$ cat src/hdl/tcmu_pkg.sv
// Purpose: constants shared by the compare match unit
// Assumes: 32-bit axi4-lite data, one aligned word per register
// Notes: registers are at most 8 bits wide (status and enable are 2 bits), upper bits read zero
package tcmu_pkg;

  // register byte offsets
  localparam logic [7:0] TCMU_OFF_CTRL = 8'h00;
  localparam logic [7:0] TCMU_OFF_CMPL = 8'h04;
  localparam logic [7:0] TCMU_OFF_CMPH = 8'h08;
  localparam logic [7:0] TCMU_OFF_TMRL = 8'h0c;
  localparam logic [7:0] TCMU_OFF_TMRH = 8'h10;
  localparam logic [7:0] TCMU_OFF_TCFG = 8'h14;
  localparam logic [7:0] TCMU_OFF_ISTAT = 8'h18;
  localparam logic [7:0] TCMU_OFF_ICLR = 8'h1c;
  localparam logic [7:0] TCMU_OFF_IEN = 8'h20;

  // match_mode_field encodings
  localparam logic [3:0] TCMU_MODE_OFF = 4'h0;
  localparam logic [3:0] TCMU_MODE_TOGGLE = 4'h2;
  localparam logic [3:0] TCMU_MODE_SET = 4'h8;
  localparam logic [3:0] TCMU_MODE_CLEAR = 4'h9;
  localparam logic [3:0] TCMU_MODE_SWIRQ = 4'ha;
  localparam logic [3:0] TCMU_MODE_SPECIAL = 4'hb;

  // field positions
  localparam int TCMU_TCFG_RUN = 0;
  localparam int TCMU_TCFG_EXT = 1;
  localparam int TCMU_TCFG_DIR = 2;
  localparam int TCMU_IRQ_MATCH = 0;
  localparam int TCMU_IRQ_OVF = 1;

  // reset values
  localparam logic [7:0] TCMU_RST_CTRL = 8'h00;
  localparam logic [7:0] TCMU_RST_CMP = 8'h00;
  localparam logic [7:0] TCMU_RST_TCFG = 8'h04;
  localparam logic [1:0] TCMU_RST_IRQ = 2'h0;
  localparam logic [15:0] TCMU_RST_TMR = 16'h0000;

  // instruction clock is the system clock divided by four
  localparam int TCMU_INSN_DIV = 4;
  localparam logic [1:0] TCMU_DIV_LAST = 2'(TCMU_INSN_DIV - 1);

  // axi responses
  localparam logic [1:0] TCMU_RESP_OKAY = 2'h0;
  localparam logic [1:0] TCMU_RESP_SLVERR = 2'h2;

  typedef enum logic [1:0] {
    TCMU_SEV_IDLE = 2'b01,
    TCMU_SEV_WAIT = 2'b10
  } tcmu_sev_type;

endpackage : tcmu_pkg

$ cat src/hdl/tcmu_top.sv
// Purpose: compare channel of a capture/compare unit, axi4-lite slave
// Assumes: software keeps timer synchronous and off the raw system clock
// Notes: timer ticks from aclk/4 or a synchronised external clock pin
module tcmu_top
  import tcmu_pkg::*;
#(
  parameter int ADDR_W = 8
) (
  input wire logic aclk,
  input wire logic aresetn,
  input wire logic [ADDR_W-1:0] s_axi_awaddr,
  input wire logic s_axi_awvalid,
  output logic s_axi_awready,
  input wire logic [31:0] s_axi_wdata,
  input wire logic [3:0] s_axi_wstrb,
  input wire logic s_axi_wvalid,
  output logic s_axi_wready,
  output logic [1:0] s_axi_bresp,
  output logic s_axi_bvalid,
  input wire logic s_axi_bready,
  input wire logic [ADDR_W-1:0] s_axi_araddr,
  input wire logic s_axi_arvalid,
  output logic s_axi_arready,
  output logic [31:0] s_axi_rdata,
  output logic [1:0] s_axi_rresp,
  output logic s_axi_rvalid,
  input wire logic s_axi_rready,
  input wire logic ext_timer_clk,
  input wire logic adc_enabled,
  output logic match_output_pin,
  output logic match_output_pin_oe,
  output logic special_event_trigger,
  output logic adc_start,
  output logic irq
);

  function automatic logic addr_is(input logic [ADDR_W-1:0] a,
                                   input logic [7:0] off);
    addr_is = (a == ADDR_W'(off));
  endfunction : addr_is

  function automatic logic mapped(input logic [ADDR_W-1:0] a);
    mapped = addr_is(a, TCMU_OFF_CTRL) || addr_is(a, TCMU_OFF_CMPL) ||
             addr_is(a, TCMU_OFF_CMPH) || addr_is(a, TCMU_OFF_TMRL) ||
             addr_is(a, TCMU_OFF_TMRH) || addr_is(a, TCMU_OFF_TCFG) ||
             addr_is(a, TCMU_OFF_ISTAT) || addr_is(a, TCMU_OFF_ICLR) ||
             addr_is(a, TCMU_OFF_IEN);
  endfunction : mapped

  // register state
  logic [7:0] channel_control_r;
  logic [7:0] compare_value_low_r;
  logic [7:0] compare_value_high_r;
  logic [7:0] tcfg_r;
  logic [1:0] istat_r;
  logic [1:0] istat_nxt;
  logic [1:0] ien_r;
  logic [1:0] div_r;
  logic eq_prev_r;
  logic ext_prev_r;
  logic pin_latch_r;
  logic pin_latch_nxt;
  tcmu_sev_type sev_state_r;
  tcmu_sev_type sev_state_nxt;

  // write channel holding
  logic aw_full_r;
  logic w_full_r;
  logic [ADDR_W-1:0] awaddr_r;
  logic [7:0] wbyte_r;
  logic wlane_r;

  // timer
  logic [15:0] timer_count;
  logic timer_overflow_flag;
  logic ext_level;
  logic tick;
  logic sev_reset;

  // decode
  logic aw_take;
  logic w_take;
  logic do_write;
  logic wr_ok;
  logic wr_ctrl;
  logic wr_cmpl;
  logic wr_cmph;
  logic wr_tmrl;
  logic wr_tmrh;
  logic wr_tcfg;
  logic wr_iclr;
  logic wr_ien;
  logic ar_take;
  logic [31:0] rd_word;

  // match logic
  logic [3:0] match_mode_field;
  logic [15:0] compare_value;
  logic eq;
  logic match;
  logic compare_mode;
  logic pin_mode;
  logic [1:0] irq_events;

  tcmu_sync u_ext_sync (
    .aclk(aclk),
    .aresetn(aresetn),
    .async_in(ext_timer_clk),
    .level_out(ext_level)
  );

  tcmu_timer #(
    .WIDTH(16)
  ) u_timer (
    .aclk(aclk),
    .aresetn(aresetn),
    .tick(tick),
    .sev_reset(sev_reset),
    .load_lo(wr_tmrl),
    .load_hi(wr_tmrh),
    .load_data(wbyte_r),
    .count(timer_count),
    .overflow(timer_overflow_flag)
  );

  // timer clock source
  assign tick = tcfg_r[TCMU_TCFG_RUN] &&
                (tcfg_r[TCMU_TCFG_EXT] ? (ext_level && !ext_prev_r)
                                       : (div_r == TCMU_DIV_LAST));

  // write decode
  assign aw_take = s_axi_awvalid && s_axi_awready;
  assign w_take = s_axi_wvalid && s_axi_wready;
  assign do_write = aw_full_r && w_full_r && !s_axi_bvalid;
  assign wr_ok = do_write && wlane_r;
  assign wr_ctrl = wr_ok && addr_is(awaddr_r, TCMU_OFF_CTRL);
  assign wr_cmpl = wr_ok && addr_is(awaddr_r, TCMU_OFF_CMPL);
  assign wr_cmph = wr_ok && addr_is(awaddr_r, TCMU_OFF_CMPH);
  assign wr_tmrl = wr_ok && addr_is(awaddr_r, TCMU_OFF_TMRL);
  assign wr_tmrh = wr_ok && addr_is(awaddr_r, TCMU_OFF_TMRH);
  assign wr_tcfg = wr_ok && addr_is(awaddr_r, TCMU_OFF_TCFG);
  assign wr_iclr = wr_ok && addr_is(awaddr_r, TCMU_OFF_ICLR);
  assign wr_ien = wr_ok && addr_is(awaddr_r, TCMU_OFF_IEN);
  assign ar_take = s_axi_arvalid && s_axi_arready;

  // read mux; clear register reads zero
  assign rd_word =
    addr_is(s_axi_araddr, TCMU_OFF_CTRL) ? {24'h000000, channel_control_r} :
    addr_is(s_axi_araddr, TCMU_OFF_CMPL) ? {24'h000000, compare_value_low_r} :
    addr_is(s_axi_araddr, TCMU_OFF_CMPH) ? {24'h000000, compare_value_high_r} :
    addr_is(s_axi_araddr, TCMU_OFF_TMRL) ? {24'h000000, timer_count[7:0]} :
    addr_is(s_axi_araddr, TCMU_OFF_TMRH) ? {24'h000000, timer_count[15:8]} :
    addr_is(s_axi_araddr, TCMU_OFF_TCFG) ? {24'h000000, tcfg_r} :
    addr_is(s_axi_araddr, TCMU_OFF_ISTAT) ? {30'h00000000, istat_r} :
    addr_is(s_axi_araddr, TCMU_OFF_IEN) ? {30'h00000000, ien_r} :
    32'h00000000;

  // compare
  assign match_mode_field = channel_control_r[3:0];
  assign compare_value = {compare_value_high_r, compare_value_low_r};
  assign eq = (compare_value == timer_count);
  assign compare_mode = (match_mode_field == TCMU_MODE_TOGGLE) ||
                        (match_mode_field[3:2] == 2'b10);
  assign match = compare_mode && eq && !eq_prev_r;
  assign pin_mode = (match_mode_field == TCMU_MODE_TOGGLE) ||
                    (match_mode_field == TCMU_MODE_SET) ||
                    (match_mode_field == TCMU_MODE_CLEAR);
  assign irq_events = {timer_overflow_flag, match};
  assign istat_nxt = (istat_r & ~({2{wr_iclr}} & wbyte_r[1:0])) |
                     irq_events;

  // special event: trigger now, reset at next timer tick if still equal
  assign sev_reset = (sev_state_r == TCMU_SEV_WAIT) && eq;

  always_comb begin
    sev_state_nxt = sev_state_r;
    case (sev_state_r)
      TCMU_SEV_IDLE: begin
        if (match && (match_mode_field == TCMU_MODE_SPECIAL)) begin
          sev_state_nxt = TCMU_SEV_WAIT;
        end
      end
      TCMU_SEV_WAIT: begin
        if (tick) begin
          sev_state_nxt = TCMU_SEV_IDLE;
        end
      end
      default: sev_state_nxt = TCMU_SEV_IDLE;
    endcase
  end

  always_comb begin
    pin_latch_nxt = pin_latch_r;
    if (wr_ctrl && (wbyte_r == 8'h00)) begin
      pin_latch_nxt = 1'b0;
    end else if (match) begin
      case (match_mode_field)
        TCMU_MODE_TOGGLE: pin_latch_nxt = !pin_latch_r;
        TCMU_MODE_SET: pin_latch_nxt = 1'b1;
        TCMU_MODE_CLEAR: pin_latch_nxt = 1'b0;
        default: pin_latch_nxt = pin_latch_r;
      endcase
    end
  end

  // channel state
  always_ff @(posedge aclk) begin
    if (!aresetn) begin
      eq_prev_r <= 1'b0;
      ext_prev_r <= 1'b0;
      div_r <= 2'h0;
      pin_latch_r <= 1'b0;
      sev_state_r <= TCMU_SEV_IDLE;
      istat_r <= TCMU_RST_IRQ;
      match_output_pin <= 1'b0;
      match_output_pin_oe <= 1'b0;
      special_event_trigger <= 1'b0;
      adc_start <= 1'b0;
      irq <= 1'b0;
    end else begin
      eq_prev_r <= eq && compare_mode;
      ext_prev_r <= ext_level;
      div_r <= div_r + 2'h1;
      pin_latch_r <= pin_latch_nxt;
      sev_state_r <= sev_state_nxt;
      istat_r <= istat_nxt;
      match_output_pin <= pin_latch_nxt;
      match_output_pin_oe <= pin_mode && !tcfg_r[TCMU_TCFG_DIR];
      special_event_trigger <= match &&
        (match_mode_field == TCMU_MODE_SPECIAL);
      adc_start <= match && adc_enabled &&
        (match_mode_field == TCMU_MODE_SPECIAL);
      irq <= |(istat_nxt & ien_r);
    end
  end

  // software registers
  always_ff @(posedge aclk) begin
    if (!aresetn) begin
      channel_control_r <= TCMU_RST_CTRL;
      compare_value_low_r <= TCMU_RST_CMP;
      compare_value_high_r <= TCMU_RST_CMP;
      tcfg_r <= TCMU_RST_TCFG;
      ien_r <= TCMU_RST_IRQ;
    end else begin
      if (wr_ctrl) begin
        channel_control_r <= wbyte_r;
      end
      if (wr_cmpl) begin
        compare_value_low_r <= wbyte_r;
      end
      if (wr_cmph) begin
        compare_value_high_r <= wbyte_r;
      end
      if (wr_tcfg) begin
        tcfg_r <= {5'h00, wbyte_r[2:0]};
      end
      if (wr_ien) begin
        ien_r <= wbyte_r[1:0];
      end
    end
  end

  // axi write channels
  always_ff @(posedge aclk) begin
    if (!aresetn) begin
      aw_full_r <= 1'b0;
      w_full_r <= 1'b0;
      awaddr_r <= '0;
      wbyte_r <= 8'h00;
      wlane_r <= 1'b0;
      s_axi_awready <= 1'b0;
      s_axi_wready <= 1'b0;
      s_axi_bvalid <= 1'b0;
      s_axi_bresp <= TCMU_RESP_OKAY;
    end else begin
      aw_full_r <= (aw_full_r || aw_take) && !do_write;
      w_full_r <= (w_full_r || w_take) && !do_write;
      s_axi_awready <= !((aw_full_r || aw_take) && !do_write);
      s_axi_wready <= !((w_full_r || w_take) && !do_write);
      if (aw_take) begin
        awaddr_r <= s_axi_awaddr;
      end
      if (w_take) begin
        wbyte_r <= s_axi_wdata[7:0];
        wlane_r <= s_axi_wstrb[0];
      end
      if (do_write) begin
        s_axi_bvalid <= 1'b1;
        s_axi_bresp <= mapped(awaddr_r) ? TCMU_RESP_OKAY : TCMU_RESP_SLVERR;
      end else if (s_axi_bready) begin
        s_axi_bvalid <= 1'b0;
      end
    end
  end

  // axi read channel
  always_ff @(posedge aclk) begin
    if (!aresetn) begin
      s_axi_arready <= 1'b0;
      s_axi_rvalid <= 1'b0;
      s_axi_rdata <= 32'h00000000;
      s_axi_rresp <= TCMU_RESP_OKAY;
    end else begin
      if (ar_take) begin
        s_axi_arready <= 1'b0;
        s_axi_rvalid <= 1'b1;
        s_axi_rdata <= rd_word;
        s_axi_rresp <= mapped(s_axi_araddr) ? TCMU_RESP_OKAY
                                            : TCMU_RESP_SLVERR;
      end else if (s_axi_rvalid && s_axi_rready) begin
        s_axi_rvalid <= 1'b0;
        s_axi_arready <= 1'b1;
      end else if (!s_axi_rvalid) begin
        s_axi_arready <= 1'b1;
      end
    end
  end

endmodule : tcmu_top

$ cat src/hdl/tcmu_sync.sv
// Purpose: three-stage synchroniser with agreement filter
// Assumes: input is asynchronous to aclk
// Notes: level changes once stages two and three agree
module tcmu_sync
  import tcmu_pkg::*;
(
  input wire logic aclk,
  input wire logic aresetn,
  input wire logic async_in,
  output logic level_out
);

  logic s1_r;
  logic s2_r;
  logic s3_r;

  always_ff @(posedge aclk) begin
    if (!aresetn) begin
      s1_r <= 1'b0;
      s2_r <= 1'b0;
      s3_r <= 1'b0;
      level_out <= 1'b0;
    end else begin
      s1_r <= async_in;
      s2_r <= s1_r;
      s3_r <= s2_r;
      if (s2_r == s3_r) begin
        level_out <= s3_r;
      end
    end
  end

endmodule : tcmu_sync

$ cat src/hdl/tcmu_timer.sv
// Purpose: 16-bit timer counting on tick strobes
// Assumes: tick is a one-cycle pulse per timer clock edge
// Notes: special-event reset takes priority over counting
module tcmu_timer
  import tcmu_pkg::*;
#(
  parameter int WIDTH = 16
) (
  input wire logic aclk,
  input wire logic aresetn,
  input wire logic tick,
  input wire logic sev_reset,
  input wire logic load_lo,
  input wire logic load_hi,
  input wire logic [7:0] load_data,
  output logic [WIDTH-1:0] count,
  output logic overflow
);

  logic wrap;
  assign wrap = tick && !sev_reset && !load_lo && !load_hi &&
                (count == {WIDTH{1'b1}});

  always_ff @(posedge aclk) begin
    if (!aresetn) begin
      count <= TCMU_RST_TMR[WIDTH-1:0];
      overflow <= 1'b0;
    end else begin
      overflow <= wrap;
      if (load_lo) begin
        count[7:0] <= load_data;
      end else if (load_hi) begin
        count[WIDTH-1:8] <= load_data[WIDTH-9:0];
      end else if (tick && sev_reset) begin
        count <= '0;
      end else if (tick) begin
        count <= count + 1'b1;
      end
    end
  end

endmodule : tcmu_timer

$ cat config.mk
export PLATFORM = sky130hd
export DESIGN_NAME = tcmu_top
export DESIGN_NICKNAME = d
export VERILOG_FILES = /design/src/hdl/tcmu_pkg.sv /design/src/hdl/tcmu_top.sv /design/src/hdl/tcmu_sync.sv /design/src/hdl/tcmu_timer.sv
export SDC_FILE = /design/constraint.sdc
export NUM_CORES = 1
export LEC_CHECK = 0
export ABC_AREA = 1
export BUFFER_PORTS_ARGS = -buffer_cell sky130_fd_sc_hd__buf_2
export CORE_MARGIN = 2
export CORE_UTILIZATION = 47
export CTS_BUF_LIST = sky130_fd_sc_hd__clkbuf_16
export CTS_CLUSTER_SIZE = 28
export DETAILED_ROUTE_END_ITERATION = 12
export PLACE_DENSITY = 0.68
export SLEW_MARGIN = 20
export SYNTH_ARGS = -nofsm -noshare
export SYNTH_HDL_FRONTEND = slang
export SYNTH_SLANG_ARGS = --single-unit
export TNS_END_PERCENT = 100
$ cat constraint.sdc
create_clock -name aclk -period 3.85 [get_ports aclk]
set_input_delay 0.77 -clock aclk [delete_from_list [all_inputs] [get_ports aclk]]
set_output_delay 0.77 -clock aclk [all_outputs]
set_load 0.01 [all_outputs]
Word level (Yosys, flattened, before mapping). Cells that the tools add are included.

Bits in registers: 123. Output and inout bits: 46. Logic and storage cells: 180. Input bits: 61.

Eq/ne operators: 31. Muxes and demuxes: 26. Add/sub/neg operators: 2. Reductions and logical operators: 79. Bitwise gates (word level): 7.

Operator list (number): equality test 8 x 5 -> 1 bit, second input constant (8); 2-to-1 mux 8 bit (8); equality test 8 x 4 -> 1 bit, second input constant (4); logical AND 1 bit (32); 2-to-1 mux 16 bit (2); zero test 8 bit (3); logical OR 1 bit (21); adder 16 x 1 -> 16 bit, second input constant (1); equality test 16 bit (1); equality test 16 bit, second input constant (1); equality test 8 x 3 -> 1 bit, second input constant (2); equality test 8 x 6 -> 1 bit, second input constant (2); equality test 4 bit, second input constant (3); 2-to-1 mux 2 bit (6); zero test 1 bit (11); nonzero test 3 bit (3); AND reduction 2 bit (4); 2-to-1 mux 1 bit (7); AND 2 bit (3); equality test 2 bit, second input constant (3); != test 2 x 1 -> 1 bit, second input constant (3); OR reduction 2 bit (3); equality test 4 x 2 -> 1 bit, second input constant (1); case mux 2 bit (2 select lines) (1); other kinds (10) (12).

Longest topological paths before layout.
Word-level depth: 10. Gate-level depth with buffers: 13. Mapped depth without buffers: 13.

By module. Synthesis repeated with hierarchy kept, for this count alone.

Cell total of the unflattened synthesis: 737. Area, all modules: 5202.5 sq um.

By module, submodules not included: tcmu_top (cells an instance 537, area each 3920.0 sq um, seq. area each 1521.5 sq um, times used 1); tcmu_timer (cells an instance 187, area each 1166.1 sq um, seq. area each 340.3 sq um, times used 1); tcmu_sync (cells an instance 13, area each 116.4 sq um, seq. area each 80.1 sq um, times used 1).

Worst setup path after synthesis. OpenSTA, ideal clock, no wires.

Kind: input to register. From: in s_axi_araddr[1]. To: reg s_axi_rdata[4]. Path slack: 2.021 ns. Arrival time: 1.710 ns. Cell stages on the path: 9. Path through: nor2_2 -> nand3_1 -> nor2_2 -> inv_1 -> buf_2 -> o21ai_0 -> a31oi_1 -> o21ai_0 -> nand2_1.

Cells in the longest elaborated chain, start to end: 6.

Ends and longest elaborated chain: start, declared (RTL line tcmu_top.sv:21) `input wire logic [ADDR_W-1:0] s_axi_araddr,`; equality test 8 x 5 -> 1 bit (RTL line tcmu_top.sv:39) `addr_is = (a == ADDR_W'(off));`; 2-to-1 mux 8 bit (RTL line tcmu_top.sv:152) `addr_is(s_axi_araddr, TCMU_OFF_TMRH) ? {24'h000000, timer_count[15:8]} :`; 2-to-1 mux 8 bit (RTL line tcmu_top.sv:151) `addr_is(s_axi_araddr, TCMU_OFF_TMRL) ? {24'h000000, timer_count[7:0]} :`; 2-to-1 mux 8 bit (RTL line tcmu_top.sv:150) `addr_is(s_axi_araddr, TCMU_OFF_CMPH) ? {24'h000000, compare_value_high_r} :`; 2-to-1 mux 8 bit (RTL line tcmu_top.sv:149) `addr_is(s_axi_araddr, TCMU_OFF_CMPL) ? {24'h000000, compare_value_low_r} :`; 2-to-1 mux 8 bit (*) (RTL line tcmu_top.sv:148) `addr_is(s_axi_araddr, TCMU_OFF_CTRL) ? {24'h000000, channel_control_r} :`; end signal, assigned (RTL line tcmu_top.sv:308) `s_axi_rdata <= rd_word;`; end, declared (RTL line tcmu_top.sv:24) `output logic [31:0] s_axi_rdata,`.

Mark *: on every way between the ends. The rest lies on a longest branch, timed or not. A chain may end at the register's enable or synchronous reset.

Worst setup path in the final report.
From: reg u_timer.count[8]. To: reg u_timer.count[13].

Cells in the longest elaborated chain, start to end: 5.

Ends and longest elaborated chain: start, declared (RTL line tcmu_timer.sv:16) `output logic [WIDTH-1:0] count,`; start signal, assigned (RTL line tcmu_timer.sv:26) `count <= TCMU_RST_TMR[WIDTH-1:0];`; start signal, assigned by index (RTL line tcmu_timer.sv:33) `count[WIDTH-1:8] <= load_data[WIDTH-9:0];`; start signal, assigned (RTL line tcmu_timer.sv:37) `count <= count + 1'b1;`; parallel branches: the longest is 5 deep, another holds adder 16 x 1 -> 16 bit.

Several ways; the timed one is not identified. The select of a mux whose other input is x is not followed.

==> results.tsv <==
metric	value	unit
run_status	finished clean	
grt_pass1_wl	22100	um
io_pins	107	
synth_top_cell_area_share	38.9	%
cp.required	4.10	ns
cap_violations	0	
rows	37	
chipWidth	107	um
total_power	2.06	mW
clk_path_buf_depth	2	
rr_worst_depth	11	
syn_area	0.00500	sq mm
cts_tree	done	
syn_inst	721	
h-tree-depth	3	
finalCritPeriodShare	56.9	%
critPathCaptureType	flip-flop	
hold_class	flip-flop to flip-flop	
finalNetCount	831	
cpMostUsedCell	nand2_1	
crit_fanout	12	
synth_edf_count	0	
routed_wl	13700	um
die_y	107	um
critical_path.slowest_cell	dfxtp_1	
synth_seq_area_share	38.9	%
cts_buffers	9	
grt_pass1_vias	4462	
grt_overflow	0	
grt_max_degree	62	
reg2reg_to	u_timer.count[13]	
syn2layout_area_growth	10.7	%
synth.largest_area_cell	dfxtp_1	
globalplace.congestion	0.997	
fin_tns_setup	0	ns
drv_slew	0	
cp_cell_sequence	inv_2 -> nand2_1 -> nand2_1 -> nor2_1 -> nand2_1 -> nor2_2 -> nand4_1 -> nand3_1 -> nand3_1 -> nand2_1 -> inv_1	
core-area	0.0103	sq mm
layout_common_cells	nand2_1 (122), inv_1 (101), dfxtp_1 (97)	
avgSynthCellArea	6.93	sq um
reg2reg_from	u_timer.count[8]	
hold_violations	0	
synth_flop_cell	dfxtp_1	
async_flop_share	0	%
rrSetupSlack	1.66	ns
cts-resized-gates	0	
vias	4734	
yosys_warnings	0	
final_common_cell	nand2_1	
final_layout_size_suffix_gt1_share	12.3	%
cts_setup_buffers	0	
synth_cell_types	45	
power_density	372	mW/mm^2
p_leak	2.52	nW
max_slew.worst_pin.slew	0.614	ns
fin_skew	0.00753	ns
fillCellCount	1041	
max_freq	456	MHz
die_area	0.0115	sq mm
first_pass_iters	5	
vias_per_cell	5.21	
dr.first_iter.drc_count	359	
crit_arrival	2.44	ns
antenna_found_initial	0	
grt_usage	24.9	%
drc	0	
setup.worst_path.start	u_timer.count[8]	
cts.clk_slew.worst_paths	0.07	ns
wl_per_cell	15.0	um
setup_viol	0	
hold_start	div_r[0]	
worstSetupPathType	flip-flop to flip-flop	
initial_utilization	48.4	%
ys_seq_elements	97	
cts-root-buf	clkbuf_16	
max_stage_delay	0.55	ns
final_antenna_net_count	0	
grt_setup_unrepaired	false	
regArea	0.00194	sq mm
dp_hpwl	10100	um
port_buffers	53	
cts_hold_buf	0	
synth_area_leaders	dfxtp_1 (39%), nand2_1 (9.2%), o21ai_0 (8.3%)	
ir_worst_vdd	0.000305	V
hold_end	div_r[0]	
clk_latency	0.35	ns
cts_sinks	97	
startpoint_type	flip-flop	
multi_input_area	0.00245	sq mm
hold_depth	1	
diodes	0	
min_period	2.19	ns
max_slew_margin	58.9	%
Yosys cell counts (5+ instances only):
master    instances
a21oi_1          80
buf_4            27
clkbuf_1         10
dfxtp_1          97
inv_1           101
nand2_1         122
nand3_1          32
nand3b_1          5
nand4_1          17
nor2_1           74
nor3_1            5
o21ai_0          83
xor2_1           11
per-stage QoR:
step           utilization, %  setup WS [ns]  cells  area [sq um]  hold WS, ns
2_1_floorplan               -           2.02    746          5090        0.390
3_3_place_gp             50.9           1.43    893          5250        0.404
3_5_place_dp             50.9           1.43    893          5250        0.417
4_1_cts                  53.6           1.70    909          5530        0.428
5_1_grt                  53.6           1.50    909          5530        0.454
6_report                 53.6           1.66    909          5530        0.427
power by group:
part           total (mW)  switching (mW)  internal [mW]
combinational       0.157           0.110         0.0477
sequential           1.05          0.0203           1.03
clock               0.851           0.407          0.444
total                2.06           0.537           1.52
worst max path at each step:
stage | end | slack, ns
global placement | s_axi_rdata[3] | 1.43
floorplan | s_axi_rdata[4] | 2.02
detailed placement | s_axi_rdata[3] | 1.43
global route | u_timer.count[8] | 1.50
finish | u_timer.count[13] | 1.66
CTS | u_timer.count[13] | 1.70
sequential cells by signal, summed over array words and instances, names as in the netlist, 2 cells and up:
signal                flops
sev_state_r               2
awaddr_r                  8
istat_r                   2
channel_control_r         8
div_r                     2
s_axi_rdata               8
ien_r                     2
tcfg_r                    3
compare_value_low_r       8
wbyte_r                   8
u_timer.count            16
compare_value_high_r      8
critical path, delay by kind of cell, from the launching register on:
kind	cells	cell delay [ns]
buffers and inverters	2	0.15
and+or+nand+nor	9	1.38
DFF	1	0.55
cell families after synthesis:
kind of cell,Yosys count,synth area share (%)
AOI/OAI and AO/OA,183,19.3
xor gates and xnor gates,11,1.93
adders and majority gates,2,0.501
buffers and inverters,152,14.0
DFF,97,38.9
other,1,0.0750
and+or+nand+nor,275,25.3
routing by layer:
metal / routed length [um] / share of wire, % / up-vias / global-route usage (%)
li1: - / - / 2392 / -
met1: 5930 / 43 / 2092 / 32.6
met2: 6110 / 45 / 209 / 38.9
met3: 1070 / 7.9 / 41 / 3.83
met4: 562 / 4.1 / 0 / 14.0
met5: 0 / 0 / - / 0
final cells by class:
type / instances / area share, %
timing repair buffer: 55 / 5.07
inverter: 108 / 7.46
multi-input combinational: 497 / 44.3
clock buffer: 9 / 4.07
sequential: 97 / 35.1
clock inverter: 7 / 0.972
tap: 136 / 3.08
(Power assumes the default switching activity.)
